`config.mk`:
```
export PLATFORM = sky130hd
export DESIGN_NAME = stp_timers
export DESIGN_NICKNAME = d
export VERILOG_FILES = /design/src/rtl/stp_pkg.sv /design/src/rtl/stp_prescaler.sv /design/src/rtl/stp_timers.sv
export VERILOG_INCLUDE_DIRS = /design/src /design/src/rtl
export SDC_FILE = /design/constraint.sdc
export NUM_CORES = 1
export LEC_CHECK = 0
export BUFFER_PORTS_ARGS = -buffer_cell sky130_fd_sc_hd__buf_4
export CAP_MARGIN = 20
export CORE_UTILIZATION = 55
export DETAILED_ROUTE_END_ITERATION = 16
export HOLD_SLACK_MARGIN = 0.1
export PLACE_DENSITY = 0.81
export SYNTH_ARGS = -nofsm -noshare
export SYNTH_HDL_FRONTEND = slang
export SYNTH_SLANG_ARGS = --single-unit
```
`constraint.sdc`:
```
create_clock -name i_sys_clk -period 3.95 [get_ports i_sys_clk]
set_input_delay 0 -clock i_sys_clk [delete_from_list [all_inputs] [get_ports i_sys_clk]]
set_output_delay 0 -clock i_sys_clk [all_outputs]
set_load 0.1 [all_outputs]
```
`src/rtl/stp_defs.svh`:
```
// constants of the three-timer block: offsets, field positions, masks, counts
`ifndef STP_DEFS_SVH
`define STP_DEFS_SVH

// register indices on the plain register port
`define STP_ADDR_W            4
`define STP_REG_CTRL1         4'h0
`define STP_REG_PERIOD1       4'h1
`define STP_REG_COUNT1        4'h2
`define STP_REG_CTRL2         4'h3
`define STP_REG_PERIOD2       4'h4
`define STP_REG_COUNT2        4'h5
`define STP_REG_CTRL3         4'h6
`define STP_REG_PERIOD3       4'h7
`define STP_REG_COUNT3        4'h8
`define STP_REG_FLAGS         4'h9

// control field positions
`define STP_BIT_ON            15
`define STP_BIT_STOP_IDLE     13
`define STP_BIT_GATE_EN       6
`define STP_BIT_PRESC_HI      5
`define STP_BIT_PRESC_LO      4
`define STP_BIT_PAIR          3
`define STP_BIT_SYNC          2
`define STP_BIT_CLK_SRC       1

// implemented bits of each control register, the rest read as zero
`define STP_MASK_CTRL1        16'ha076
`define STP_MASK_CTRL2        16'ha07a
`define STP_MASK_CTRL3        16'ha072

// reset values
`define STP_CTRL_RST          16'h0000
`define STP_WORD_RST          16'h0000
`define STP_PERIOD_RST        16'hffff
`define STP_FLAGS_RST         3'h0

// timer indices
`define STP_T1                0
`define STP_T2                1
`define STP_T3                2
`define STP_NUM_TMR           3

// prescaler terminal counts: divide by 1, 8, 64, 256
`define STP_PRESC_W           8
`define STP_LIM_DIV1          8'h00
`define STP_LIM_DIV8          8'h07
`define STP_LIM_DIV64         8'h3f
`define STP_LIM_DIV256        8'hff

// instruction clock rate equals the system clock rate
`define STP_INSTR_CLK_HZ      50000000

`endif

```
`src/rtl/stp_pkg.sv`:
```
// types shared by the three-timer block
package stp_pkg;

	// timer control word, same layout for all three timers
	typedef struct packed {
		logic       timer_on;
		logic       rsv14;
		logic       stop_in_idle;
		logic [5:0] rsv12_7;
		logic       gated_accumulate_enable;
		logic [1:0] prescale_select;
		logic       pair_mode_select;
		logic       ext_clock_sync_select;
		logic       clock_source_select;
		logic       rsv0;
	} stp_ctrl_t;

	// prescale codes
	typedef enum logic [1:0] {
		STP_DIV1   = 2'h0,
		STP_DIV8   = 2'h1,
		STP_DIV64  = 2'h2,
		STP_DIV256 = 2'h3
	} stp_presc_t;

	// power state of the processor as seen by the timers
	typedef struct packed {
		logic idle;
		logic sleep;
	} stp_power_t;

endpackage

```
`src/rtl/stp_prescaler.sv`:
```
// input clock prescaler for one timer: 1:1, 1:8, 1:64 or 1:256
`timescale 1ns/1ps
`default_nettype none
`include "stp_defs.svh"

module stp_prescaler
	import stp_pkg::*;
(
	input  wire logic       i_sys_clk,
	input  wire logic       i_rst_n,
	input  wire logic       i_tick,
	input  wire logic       i_clear,
	input  wire stp_presc_t i_sel,
	output logic            o_tick
);

	logic [`STP_PRESC_W-1:0] cnt;
	logic [`STP_PRESC_W-1:0] limit;

	// terminal count chosen by the prescale code
	always_comb begin
		case (i_sel)
			STP_DIV1:   limit = `STP_LIM_DIV1;
			STP_DIV8:   limit = `STP_LIM_DIV8;
			STP_DIV64:  limit = `STP_LIM_DIV64;
			default:    limit = `STP_LIM_DIV256;
		endcase
	end

	// a tick leaves only on the input tick that reaches the terminal count
	assign o_tick = i_tick && !i_clear && (cnt >= limit);

	// cleared while the timer is stopped so every start begins a full divide
	always_ff @(posedge i_sys_clk or negedge i_rst_n) begin
		if (!i_rst_n) begin
			cnt <= '0;
		end else if (i_clear || o_tick) begin
			cnt <= '0;
		end else if (i_tick) begin
			cnt <= cnt + `STP_PRESC_W'(1);
		end
	end

endmodule

`default_nettype wire

```
`src/rtl/stp_timers.sv`:
```
// three 16-bit timers, the second and third pairable into one 32-bit timer
//
// Overview of operation
// - first timer runs on internal clock, synchronised pin clock, or unsynchronised pin clock
// - first timer flags on period match or, gated, on gate falling edge
// - control bit 15 starts the timer when 1, stops it when 0
// - bit 13 set halts the timer in Idle; clear keeps it running
// - gate enable bit 6 acts only with the internal clock selected
// - prescale code 11 is 1:256, 10 is 1:64, 01 is 1:8, 00 is 1:1
// - first timer bit 2 synchronises the pin clock; ignored with internal clock; here the pin is synchronised either way, bit 2 only decides Sleep
// - bit 1 selects pin clock rising edges when 1, internal clock when 0
// - second and third timers offer every 16-bit mode except unsynchronised counting
// - second timer bit 3 joins second and third into one 32-bit timer
// - paired count: second timer holds low word, third timer high word
// - paired mode ignores third control bits; second timer control and pins rule
// - paired period match is reported through the third timer's flag
// - paired period: third period is high word, second period low word
// - paired interrupt fires when full 32-bit count equals full 32-bit period
// - only the paired timer drives the converter trigger
// - second and third counts are offered as time bases to capture/compare
// - paired, second timer on bit runs the whole 32-bit timer
// - second and third timers count own pin rising edges or internal clock
// - first timer may keep counting in Idle per stop-in-idle, and in Sleep only on the unsynchronised pin clock
`timescale 1ns/1ps
`default_nettype none
`include "stp_defs.svh"

module stp_timers
	import stp_pkg::*;
#(
	parameter int CNT_W = 16
)(
	input  wire logic                   i_sys_clk,
	input  wire logic                   i_rst_n,
	input  wire logic [`STP_ADDR_W-1:0] i_addr,
	input  wire logic [CNT_W-1:0]       i_wdata,
	input  wire logic                   i_wr,
	input  wire logic                   i_rd,
	output logic      [CNT_W-1:0]       o_rdata,
	input  wire stp_power_t             i_power,
	input  wire logic                   i_first_timer_ext_clock_pin,
	input  wire logic                   i_second_timer_ext_clock_pin,
	input  wire logic                   i_third_timer_ext_clock_pin,
	output logic                        o_first_timer_irq_flag,
	output logic                        o_second_timer_irq_flag,
	output logic                        o_third_timer_irq_flag,
	output logic      [CNT_W-1:0]       o_second_timer_count,
	output logic      [CNT_W-1:0]       o_third_timer_count,
	output logic                        o_adc_trigger
);

	// register file
	stp_ctrl_t        ctrl    [`STP_NUM_TMR];
	logic [CNT_W-1:0] period  [`STP_NUM_TMR];
	logic [CNT_W-1:0] count   [`STP_NUM_TMR];
	logic [2:0]       flags;

	// pin synchronisers and edge detect
	logic [2:0] pin_meta;
	logic [2:0] pin_sync;
	logic [2:0] pin_last;
	logic [2:0] pin_rise;
	logic [2:0] pin_fall;

	// per-timer derived control
	stp_ctrl_t  eff       [`STP_NUM_TMR];
	logic       paired;
	logic [2:0] run;
	logic [2:0] raw_tick;
	logic [2:0] presc_tick;
	logic [2:0] gate_fall;
	logic [2:0] match16;
	logic       match32;
	logic [2:0] flag_set;
	logic [2:0] flag_clr;
	logic [CNT_W-1:0] rd_word;

	// decode a register write
	function automatic logic wr_hit(input logic [`STP_ADDR_W-1:0] addr,
					input logic [`STP_ADDR_W-1:0] reg_idx,
					input logic                   wr);
		wr_hit = wr && (addr == reg_idx);
	endfunction

	// next count after one counting clock; all three counters share it
	function automatic logic [CNT_W-1:0] step(input logic [CNT_W-1:0] v);
		step = v + CNT_W'(1);
	endfunction

	// may a timer advance in the present power state
	function automatic logic may_run(input stp_ctrl_t  c,
					 input stp_power_t p,
					 input logic       unsync_ext);
		logic idle_ok;
		logic sleep_ok;
		idle_ok  = !(c.stop_in_idle && p.idle);
		// only an unsynchronised pin clock survives the stopped system clock
		sleep_ok = !p.sleep || unsync_ext;
		may_run  = c.timer_on && idle_ok && sleep_ok;
	endfunction

	// pick the input tick from clock source and gate setting
	function automatic logic pick_tick(input stp_ctrl_t c,
					   input logic      rise,
					   input logic      level);
		if (c.clock_source_select) begin
			pick_tick = rise;
		end else if (c.gated_accumulate_enable) begin
			pick_tick = level;
		end else begin
			pick_tick = 1'b1;
		end
	endfunction

	// external pins pass two flip-flops; edge detect compares the second with a third
	// the unsynchronised first-timer mode shares these flops; it differs only in sleep
	always_ff @(posedge i_sys_clk or negedge i_rst_n) begin
		if (!i_rst_n) begin
			pin_meta <= 3'h0;
			pin_sync <= 3'h0;
			pin_last <= 3'h0;
		end else begin
			pin_meta <= {i_third_timer_ext_clock_pin,
				     i_second_timer_ext_clock_pin,
				     i_first_timer_ext_clock_pin};
			pin_sync <= pin_meta;
			pin_last <= pin_sync;
		end
	end

	assign pin_rise = pin_sync & ~pin_last;
	assign pin_fall = ~pin_sync & pin_last;

	// paired mode hands the third timer over to the second timer's control
	assign paired = ctrl[`STP_T2].pair_mode_select;

	always_comb begin
		eff[`STP_T1] = ctrl[`STP_T1];
		eff[`STP_T2] = ctrl[`STP_T2];
		eff[`STP_T3] = paired ? ctrl[`STP_T2] : ctrl[`STP_T3];
	end

	// run enables; only the first timer has an unsynchronised pin path
	// the third timer is held while paired, so its own control bits change nothing
	always_comb begin
		run[`STP_T1] = may_run(eff[`STP_T1], i_power,
				       eff[`STP_T1].clock_source_select &&
				       !eff[`STP_T1].ext_clock_sync_select);
		run[`STP_T2] = may_run(eff[`STP_T2], i_power, 1'b0);
		run[`STP_T3] = may_run(eff[`STP_T3], i_power, 1'b0) && !paired;
	end

	// input ticks; the pin of the second timer feeds the pair
	always_comb begin
		for (int i = 0; i < `STP_NUM_TMR; i++) begin
			raw_tick[i]  = run[i] && pick_tick(eff[i], pin_rise[i], pin_sync[i]);
			gate_fall[i] = run[i] && !eff[i].clock_source_select &&
				       eff[i].gated_accumulate_enable && pin_fall[i];
		end
	end

	// one prescaler per timer, held clear while its timer is stopped
	genvar g;
	generate
		for (g = 0; g < `STP_NUM_TMR; g++) begin : g_presc
			stp_prescaler u_presc (
				.i_sys_clk (i_sys_clk),
				.i_rst_n   (i_rst_n),
				.i_tick    (raw_tick[g]),
				.i_clear   (!run[g]),
				.i_sel     (stp_presc_t'(eff[g].prescale_select)),
				.o_tick    (presc_tick[g])
			);
		end
	endgenerate

	// period matches; 16-bit compare is idle for the pair halves
	always_comb begin
		match16[`STP_T1] = presc_tick[`STP_T1] &&
				   (count[`STP_T1] == period[`STP_T1]);
		match16[`STP_T2] = presc_tick[`STP_T2] && !paired &&
				   (count[`STP_T2] == period[`STP_T2]);
		match16[`STP_T3] = presc_tick[`STP_T3] &&
				   (count[`STP_T3] == period[`STP_T3]);
	end

	// full-width compare; third period forms the high word
	// the low word passing its own period does not cut a paired count short
	assign match32 = paired && presc_tick[`STP_T2] &&
			 ({count[`STP_T3], count[`STP_T2]} ==
			  {period[`STP_T3], period[`STP_T2]});

	// control registers; writes to the third timer are kept but ignored when paired
	// unimplemented bits are dropped at the write, so they always read back zero
	always_ff @(posedge i_sys_clk or negedge i_rst_n) begin
		if (!i_rst_n) begin
			ctrl[`STP_T1] <= stp_ctrl_t'(`STP_CTRL_RST);
			ctrl[`STP_T2] <= stp_ctrl_t'(`STP_CTRL_RST);
			ctrl[`STP_T3] <= stp_ctrl_t'(`STP_CTRL_RST);
		end else begin
			if (wr_hit(i_addr, `STP_REG_CTRL1, i_wr)) begin
				ctrl[`STP_T1] <= stp_ctrl_t'(i_wdata & `STP_MASK_CTRL1);
			end
			if (wr_hit(i_addr, `STP_REG_CTRL2, i_wr)) begin
				ctrl[`STP_T2] <= stp_ctrl_t'(i_wdata & `STP_MASK_CTRL2);
			end
			if (wr_hit(i_addr, `STP_REG_CTRL3, i_wr)) begin
				ctrl[`STP_T3] <= stp_ctrl_t'(i_wdata & `STP_MASK_CTRL3);
			end
		end
	end

	// period registers
	always_ff @(posedge i_sys_clk or negedge i_rst_n) begin
		if (!i_rst_n) begin
			period[`STP_T1] <= `STP_PERIOD_RST;
			period[`STP_T2] <= `STP_PERIOD_RST;
			period[`STP_T3] <= `STP_PERIOD_RST;
		end else begin
			if (wr_hit(i_addr, `STP_REG_PERIOD1, i_wr)) begin
				period[`STP_T1] <= i_wdata;
			end
			if (wr_hit(i_addr, `STP_REG_PERIOD2, i_wr)) begin
				period[`STP_T2] <= i_wdata;
			end
			if (wr_hit(i_addr, `STP_REG_PERIOD3, i_wr)) begin
				period[`STP_T3] <= i_wdata;
			end
		end
	end

	// first timer count; a software write wins over counting in the same cycle
	// a write while running restarts the period from the written value
	always_ff @(posedge i_sys_clk or negedge i_rst_n) begin
		if (!i_rst_n) begin
			count[`STP_T1] <= `STP_WORD_RST;
		end else if (wr_hit(i_addr, `STP_REG_COUNT1, i_wr)) begin
			count[`STP_T1] <= i_wdata;
		end else if (match16[`STP_T1]) begin
			count[`STP_T1] <= `STP_WORD_RST;
		end else if (presc_tick[`STP_T1]) begin
			count[`STP_T1] <= step(count[`STP_T1]);
		end
	end

	// second timer: low word of the pair or a timer of its own
	always_ff @(posedge i_sys_clk or negedge i_rst_n) begin
		if (!i_rst_n) begin
			count[`STP_T2] <= `STP_WORD_RST;
		end else if (wr_hit(i_addr, `STP_REG_COUNT2, i_wr)) begin
			count[`STP_T2] <= i_wdata;
		end else if (match16[`STP_T2] || match32) begin
			count[`STP_T2] <= `STP_WORD_RST;
		end else if (presc_tick[`STP_T2]) begin
			count[`STP_T2] <= step(count[`STP_T2]);
		end
	end

	// third timer: high word advances on the low word's carry when paired
	// the carry comes from the low word's own tick so both halves move on one edge
	always_ff @(posedge i_sys_clk or negedge i_rst_n) begin
		if (!i_rst_n) begin
			count[`STP_T3] <= `STP_WORD_RST;
		end else if (wr_hit(i_addr, `STP_REG_COUNT3, i_wr)) begin
			count[`STP_T3] <= i_wdata;
		end else if (match16[`STP_T3] || match32) begin
			count[`STP_T3] <= `STP_WORD_RST;
		end else if (paired && presc_tick[`STP_T2] && (&count[`STP_T2])) begin
			count[`STP_T3] <= step(count[`STP_T3]);
		end else if (presc_tick[`STP_T3]) begin
			count[`STP_T3] <= step(count[`STP_T3]);
		end
	end

	// flag sources; the pair reports through the third flag only
	always_comb begin
		flag_set[`STP_T1] = match16[`STP_T1] || gate_fall[`STP_T1];
		flag_set[`STP_T2] = !paired &&
				    (match16[`STP_T2] || gate_fall[`STP_T2]);
		flag_set[`STP_T3] = match16[`STP_T3] || gate_fall[`STP_T3] ||
				    match32 || (paired && gate_fall[`STP_T2]);
		// write-one-to-clear, so rewriting other bits never drops a pending flag
		flag_clr = wr_hit(i_addr, `STP_REG_FLAGS, i_wr) ?
			   i_wdata[`STP_NUM_TMR-1:0] : `STP_FLAGS_RST;
	end

	// sticky flags cleared by writing one; a set in the same cycle wins
	always_ff @(posedge i_sys_clk or negedge i_rst_n) begin
		if (!i_rst_n) begin
			flags <= `STP_FLAGS_RST;
		end else begin
			flags <= (flags & ~flag_clr) | flag_set;
		end
	end

	assign o_first_timer_irq_flag  = flags[`STP_T1];
	assign o_second_timer_irq_flag = flags[`STP_T2];
	assign o_third_timer_irq_flag  = flags[`STP_T3];

	// converter start pulse, one cycle after a full-width match
	always_ff @(posedge i_sys_clk or negedge i_rst_n) begin
		if (!i_rst_n) begin
			o_adc_trigger <= 1'b0;
		end else begin
			o_adc_trigger <= match32;
		end
	end

	// time bases for capture and compare come straight from the counters
	// no latch across the pair: reading the halves apart can straddle a carry
	assign o_second_timer_count = count[`STP_T2];
	assign o_third_timer_count  = count[`STP_T3];

	// read decode; unmapped addresses read as zero
	always_comb begin
		case (i_addr)
			`STP_REG_CTRL1:   rd_word = ctrl[`STP_T1] & `STP_MASK_CTRL1;
			`STP_REG_PERIOD1: rd_word = period[`STP_T1];
			`STP_REG_COUNT1:  rd_word = count[`STP_T1];
			`STP_REG_CTRL2:   rd_word = ctrl[`STP_T2] & `STP_MASK_CTRL2;
			`STP_REG_PERIOD2: rd_word = period[`STP_T2];
			`STP_REG_COUNT2:  rd_word = count[`STP_T2];
			`STP_REG_CTRL3:   rd_word = ctrl[`STP_T3] & `STP_MASK_CTRL3;
			`STP_REG_PERIOD3: rd_word = period[`STP_T3];
			`STP_REG_COUNT3:  rd_word = count[`STP_T3];
			`STP_REG_FLAGS:   rd_word = {{(CNT_W-`STP_NUM_TMR){1'b0}}, flags};
			default:          rd_word = '0;
		endcase
	end

	// read data stand only in the cycle after the strobe
	// zero outside the answer cycle keeps a stale word off a shared return path
	always_ff @(posedge i_sys_clk or negedge i_rst_n) begin
		if (!i_rst_n) begin
			o_rdata <= `STP_WORD_RST;
		end else begin
			o_rdata <= i_rd ? rd_word : `STP_WORD_RST;
		end
	end

endmodule

`default_nettype wire

```
==> flow_metrics.py, run 1 <==
metrics = {
    "logic_synthesis": {
        "synth_area_um2": 9700,
        "synth_seq_cells": 169,
        "yosysTopAreaCell": "dfrtp_1",
        "synth_area_leaders": "dfrtp_1 (31%), dfstp_2 (13%), mux2_2 (7.9%)",
        "synthCells": 959,
        "synth_nets": 1011,
        "yosysSeqAreaShare": 0.442,
        "ys.flop_type": "dfrtp_1",
        "yosysTopAreaCellShare": 0.312,
        "avgSynthCellArea_um2": 10.1,
        "async_flop_share": 1.00,
        "yosys_warnings": 0,
        "synth-edff-count": 0,
        "synth.distinct_cells": 64,
    },
    "drt": {
        "viasPerCell": 6.69,
        "drc_errors": 0,
        "wire_per_inst_um": 22.4,
        "drt_iter0_markers": 1079,
        "ant_nets": 0,
        "vias": 8485,
        "firstDrtPassIters": 7,
        "postRouteWirelength_um": 28400,
    },
    "pwr": {
        "finalPower_mw": 6.92,
        "peakVddDrop_mv": 0.526,
        "power-per-cell-area_nw_per_um2": 619,
        "p_leak_nw": 4.65,
    },
    "flow_run": {
        "cap_violations": 0,
    },
    "finish": {
        "nets": 1082,
        "n_antenna_cell": 0,
        "final_layout_size_suffix_gt1_frac": 0.267,
        "final_area_um2": 11200,
        "final_core_util": 0.649,
        "fillers": 1300,
        "area_growth_syn_to_layout_pct": 15.2,
    },
    "setup_path": {
        "cp_num_buf_inv": 0,
        "critical_path_class": "reg -> reg",
        "cp_max_fo": 31,
        "critPathSlowestCell": "a311o_1",
        "crit_chain": "mux2i_1, or2_2, ha_1, nand2_1, a32oi_1, o31ai_1, nor3_1, a311o_1, o21ai_0, a221o_1",
        "critPathMaxStageDelay_ns": 0.85,
        "cp_top_family": "compound AO/OA/AOI/OAI gates",
        "cp.required_ns": 4.27,
        "cp-end-kind": "register",
        "critPathArrivalTime_ns": 4.07,
        "critPathLaunchType": "register",
    },
    "floorplan": {
        "die_y_um": 135,
        "initial_utilization": 0.563,
        "core_area_um2": 17200,
        "rows": 48,
        "io_pins": 81,
        "die-area_um2": 18200,
        "die_width_um": 135,
    },
    "timing": {
        "rsz0062_at_grt": "false",
        "fin_skew_ns": 0.00699,
        "max_freq_ghz": 0.267,
        "setup_violations": 0,
        "fin_tns_setup_ns": 0,
        "maxSlewViolCount": 0,
        "tightestPinTransition_ns": 0.990,
        "fin_crit_sh": 0.950,
        "finalHoldViolations": 0,
        "layout_min_cycle_time_ns": 3.75,
        "slew_headroom": 0.340,
    },
    "clock_tree": {
        "cts_buffers": 17,
        "clk_pin_slew_ns": 0.07,
        "clkLatencyLatePin_ns": 0.43,
        "htree_num_levels": 4,
        "clock_sinks": 169,
        "post_cts_resized": 0,
        "cts_tree": "built",
        "clockBufferDepth": 2,
        "clockRootBuffer": "clkbuf_16",
    },
    "global_route": {
        "grt_max_degree": 100,
        "antenna_found_initial": 0,
        "grt_usage": 0.322,
        "grt_pass1_wl_um": 44200,
        "grt_pass1_vias": 7923,
        "grt_overflow_total": 0,
    },
    "placed_design": {
        "placed_area_um2": 10400,
        "io_buffer_count": 80,
        "gp_congestion": 0.959,
        "dpl.hpwl_um": 19900,
    },
    "min_path": {
        "hold_path_class": "in -> reg",
    },
    "run_status": {
        "status": "finished, final reports clean",
    },
}
==> sequential cells by signal, indices dropped and copies added, names as in the netlist, 3 cells and up <==
name and flops:
ctrl 19, g_presc.u_presc.cnt 24, pin_sync 3, pin_last 3, flags 3, pin_meta 3
o_rdata 16, count 16, o_third_timer_count 16, period 48, o_second_timer_count 16
==> synth_stat cells (4+ instances only) <==
cell,number
a31oi_1,26
buf_2,6
a211oi_1,4
inv_1,21
a221o_1,15
a222oi_1,22
nand2b_1,6
clkbuf_1,34
nor4b_1,4
nand2_1,59
nor3_1,14
a21o_1,12
mux2i_1,12
ha_1,23
xor2_1,26
or4b_2,9
nor4bb_1,10
buf_4,33
mux2_2,68
nor2_1,74
nor4_1,7
o311ai_1,8
dfstp_2,48
a21oi_1,33
buf_1,8
o22ai_1,4
a22oi_1,9
or2_2,5
and2_1,12
dfrtp_1,121
o21ai_0,46
nor2b_1,17
a221oi_1,4
and3_1,28
xnor2_1,41
o21ai_1,5
nand4_1,16
or3_1,6
nand3_1,27
==> cell type report <==
class,count,area [um^2],share of cell area
Clock buffer,17,425,0.0380
Timing Repair Buffer,133,1060,0.0948
Sequential cell,169,4290,0.384
Tap cell,225,282,0.0252
Clock inverter,15,135,0.0121
Multi-Input combinational cell,688,4910,0.439
Inverter,21,78.8,0.00705
==> metrics by stage <==
| step | std cells | setup slack, ns | hold WS, ns |
|---|---|---|---|
| 2_1_floorplan | 959 | 0.648 | -0.296 |
| 3_3_place_gp | 1213 | 0.622 | 0.110 |
| 3_5_place_dp | 1213 | 0.404 | 0.112 |
| 4_1_cts | 1268 | 0.328 | 0.109 |
| 5_1_grt | 1268 | 0.00809 | 0.169 |
| 6_report | 1268 | 0.198 | 0.145 |
==> power breakdown <==
| part | internal [mW] | switching [mW] |
|---|---|---|
| clock | 0.833 | 0.767 |
| sequential | 2.16 | 0.573 |
| combinational | 0.855 | 1.73 |
| total | 3.85 | 3.07 |
==> metal layers <==
layer | GRT usage | wire length [um] | vias up
li1 | - | - | 3678
met1 | 0.440 | 11400 | 4155
met2 | 0.485 | 12800 | 543
met3 | 0.0743 | 3000 | 109
met4 | 0.154 | 1230 | 0
met5 | 0 | 0 | -
==> logic make-up after synthesis <==
logic type / synth area share
compound gates: 0.152
xor+xnor: 0.0605
fa+ha+maj: 0.0297
buf+inv: 0.0530
flops: 0.442
mux: 0.0913
simple gates: 0.172
==> tightest hold or removal path: cells and delay by family <==
| family | cells | cell delay (ns) |
|---|---|---|
| AOI/OAI and AO/OA | 1 | 0.12 |
| and+or+nand+nor | 1 | 0.16 |
| buffers and inverters | 1 | 0.21 |
==> repair_timing <==
item	CTS	global route
hold buffers	23	0
endpoints found under the hold margin	213	0
setup buffers	0	0
endpoints found under the setup margin	0	0
==> placed cells by master (no fill, tap or decap), types with 5 or more instances in the layout <==
master and count:
a21o_1 12, a21oi_1 33, a221o_1 15, a222oi_1 22, a22oi_1 9, a31oi_1 25
and2_1 12, and3_1 28, buf_4 109, clkbuf_16 17, dfrtp_1 121, dfstp_2 48
dlygate4sd3_1 23, ha_1 23, inv_1 21, inv_6 5, mux2_2 68, mux2i_1 12
nand2_1 59, nand2b_1 6, nand3_1 27, nand4_1 16, nor2_1 74, nor2b_1 17
nor3_1 14, nor4_1 6, nor4bb_1 10, o21ai_0 46, o21ai_1 5, o311ai_1 8
or2_2 5, or3_1 6, or4b_2 9, xnor2_1 41, xor2_1 26
==> final timing paths <==
| path | slack [ns] | cells after the start | start | endpoint |
|---|---|---|---|---|
| setup reg to reg | 0.20 | 10 | ctrl[21] | o_third_timer_count[13] |
| hold reg to reg | 0.35 | 0 | pin_meta[2] | pin_sync[2] |
| setup / recovery | 0.20 | 10 | ctrl[21] | o_third_timer_count[13] |
| max in group asynchronous | 2.63 | 3 | i_rst_n | period[32] |
| hold / removal | 0.15 | 3 | i_addr[3] | o_rdata[3] |
| min in group asynchronous | 0.23 | 2 | i_rst_n | o_third_timer_count[12] |
(Power assumes the default switching activity.)
==> run 2, diff against run 1 <==
- BUFFER_PORTS_ARGS: -buffer_cell sky130_fd_sc_hd__buf_4 -> -buffer_cell sky130_fd_sc_hd__buf_2
- GPL_TIMING_DRIVEN: default -> 0
==> run 2 against run 1 <==
Net effect:
- core utilization grew 0.14 points
- sequential share of layout area decreased by 0.081 points
- sequential power up 1%
- via count increased by 0.24%
- global-route usage increased by 0.52 points
- wire length is 0.91% higher
- final cell count grew 3.1%
- non-clock buffer count is 39 higher
- setup slack barely moved
- combinational power down 3%
- highest routed layer unchanged
==> flow_metrics.py, run 2 (synthesis gave the netlist of run 1 again) <==
metrics = {
    "drt": {
        "drt_iter0_markers": 939,
        "top_layer": "met4",
        "postRouteWirelength_um": 28700,
        "ant_nets": 0,
        "met2_length_um": 13300,
        "firstDrtPassIters": 7,
        "wl_met3_um": 2530,
        "wire_per_inst_um": 21.9,
        "viasPerCell": 6.51,
        "drt-met1-wl_um": 11600,
        "vias": 8505,
        "drc_errors": 0,
    },
    "clock_tree": {
        "clockBufferDepth": 2,
        "post-cts-setup-buffers": 0,
        "cts_tree": "built",
        "clockRootBuffer": "clkbuf_16",
        "clkLatencyLatePin_ns": 0.45,
        "htree_num_levels": 4,
        "clk_pin_slew_ns": 0.06,
        "cts_buffers": 17,
        "clock_sinks": 169,
    },
    "finish": {
        "n_antenna_cell": 0,
        "reg_top3": "period: 48 flops, g_presc.u_presc.cnt: 24 flops, ctrl: 19 flops",
        "final_core_util": 0.650,
        "area_growth_syn_to_layout_pct": 15.5,
        "nets": 1121,
        "final_layout_size_suffix_gt1_frac": 0.259,
        "final_cell_mix": "dfrtp_1 (121), buf_2 (78), nor2_1 (74), mux2_2 (68), nand2_1 (59)",
        "largest_reg_flops": 48,
        "final_common_cell": "dfrtp_1",
        "fillers": 1346,
        "final_area_um2": 11200,
        "largest_register": "period",
    },
    "timing": {
        "slew_headroom": 0.293,
        "fin_crit_sh": 0.950,
        "rsz0062_at_grt": "false",
        "setup_ws_ns": 0.197,
        "maxSlewViolCount": 0,
        "max_freq_ghz": 0.266,
        "finalHoldViolations": 0,
        "fin_tns_setup_ns": 0,
        "layout_min_cycle_time_ns": 3.75,
        "setup_violations": 0,
        "fin_skew_ns": 0.00991,
        "tightestPinTransition_ns": 1.05,
    },
    "placed_design": {
        "dpl.hpwl_um": 20600,
        "gp_congestion": 0.957,
        "io_buffer_count": 73,
        "dp_slack_ns": -0.153,
        "placed_area_um2": 10400,
    },
    "pwr": {
        "finalPower_mw": 7.08,
        "p_leak_nw": 4.68,
        "peakVddDrop_mv": 0.598,
        "power-per-cell-area_nw_per_um2": 632,
    },
    "flow_run": {
        "cap_violations": 0,
    },
    "floorplan": {
        "die_y_um": 135,
        "io_pins": 81,
        "initial_utilization": 0.563,
        "die_width_um": 135,
        "core_area_um2": 17200,
        "rows": 48,
        "die-area_um2": 18200,
    },
    "setup_path": {
        "critPathLaunchType": "register",
        "cpMostUsedCell": "buf_2",
        "cp.required_ns": 4.27,
        "critPathArrivalTime_ns": 4.08,
        "crit_chain": "buf_2, mux2i_1, or2_2, ha_1, nand2_1, a32oi_1, o31ai_2, nor3_1, a21o_1, buf_4, buf_2, o21ai_0, a221o_1",
        "cp_top_family": "compound AO/OA/AOI/OAI gates",
        "critPathMaxStageDelay_ns": 0.57,
        "critical_path_class": "reg -> reg",
        "critPathSlowestCell": "nor3_1",
        "cp-end-kind": "register",
        "cp_num_buf_inv": 3,
        "cp_max_fo": 16,
    },
    "min_path": {
        "hold_path_class": "in -> async",
    },
    "global_route": {
        "grt_pass1_vias": 8129,
        "grt_max_degree": 108,
        "antenna_found_initial": 0,
        "grt_pass1_wl_um": 44600,
        "grt_overflow_total": 0,
        "grt_usage": 0.327,
    },
    "run_status": {
        "status": "finished, final reports clean",
    },
}
## run 2: final cells by class
cell class                 count  area [um^2]  area share
multi-input combinational    688         4900       0.438
sequential                   169         4290       0.383
timing repair buffer          92          583      0.0520
clock buffer                  19          443      0.0395
buffer                        80          432      0.0385
tap                          225          282      0.0251
clock inverter                13          194      0.0173
inverter                      21         78.8     0.00703
## run 2: metal layers
metal | track usage | vias to the layer above
met5 | 0 | -
li1 | - | 3746
met3 | 0.0694 | 104
met2 | 0.508 | 458
met1 | 0.435 | 4197
met4 | 0.163 | 0
## run 2: per-stage QoR
step | hold slack (ns) | cells
2_1_floorplan | -0.296 | 959
3_3_place_gp | 0.109 | 1257
3_5_place_dp | -0.0281 | 1258
4_1_cts | 0.108 | 1307
5_1_grt | 0.138 | 1307
6_report | 0.0868 | 1307
## run 2: path summary, 6_finish.rpt
kind	start	endpoint	slack, ns	cells after the start
min	i_rst_n	o_third_timer_count[9]	0.09	2
max	paired	o_third_timer_count[4]	0.20	13
max in group asynchronous	i_rst_n	period[47]	2.97	3
min reg2reg	pin_meta[2]	pin_sync[2]	0.35	0
max reg2reg	paired	o_third_timer_count[4]	0.20	13
min in group i_sys_clk	i_wdata[13]	o_second_timer_count[13]	0.15	3
## run 2: report_power, final
group | internal [mW] | switching (mW) | total, mW | leakage (nW)
Combinational | 0.837 | 1.65 | 2.49 | 2.36
Clock | 1.08 | 0.729 | 1.81 | 0.308
Sequential | 2.16 | 0.621 | 2.78 | 2.02
Total | 4.08 | 3.00 | 7.08 | 4.68
## run 2: what timing repair did
action / 4_1_cts / 5_1_grt
endpoints found under the setup margin: 16 / 11
hold endpoints to repair: 219 / 0
hold buffers: 18 / 0
gates resized for setup: 0 / 1
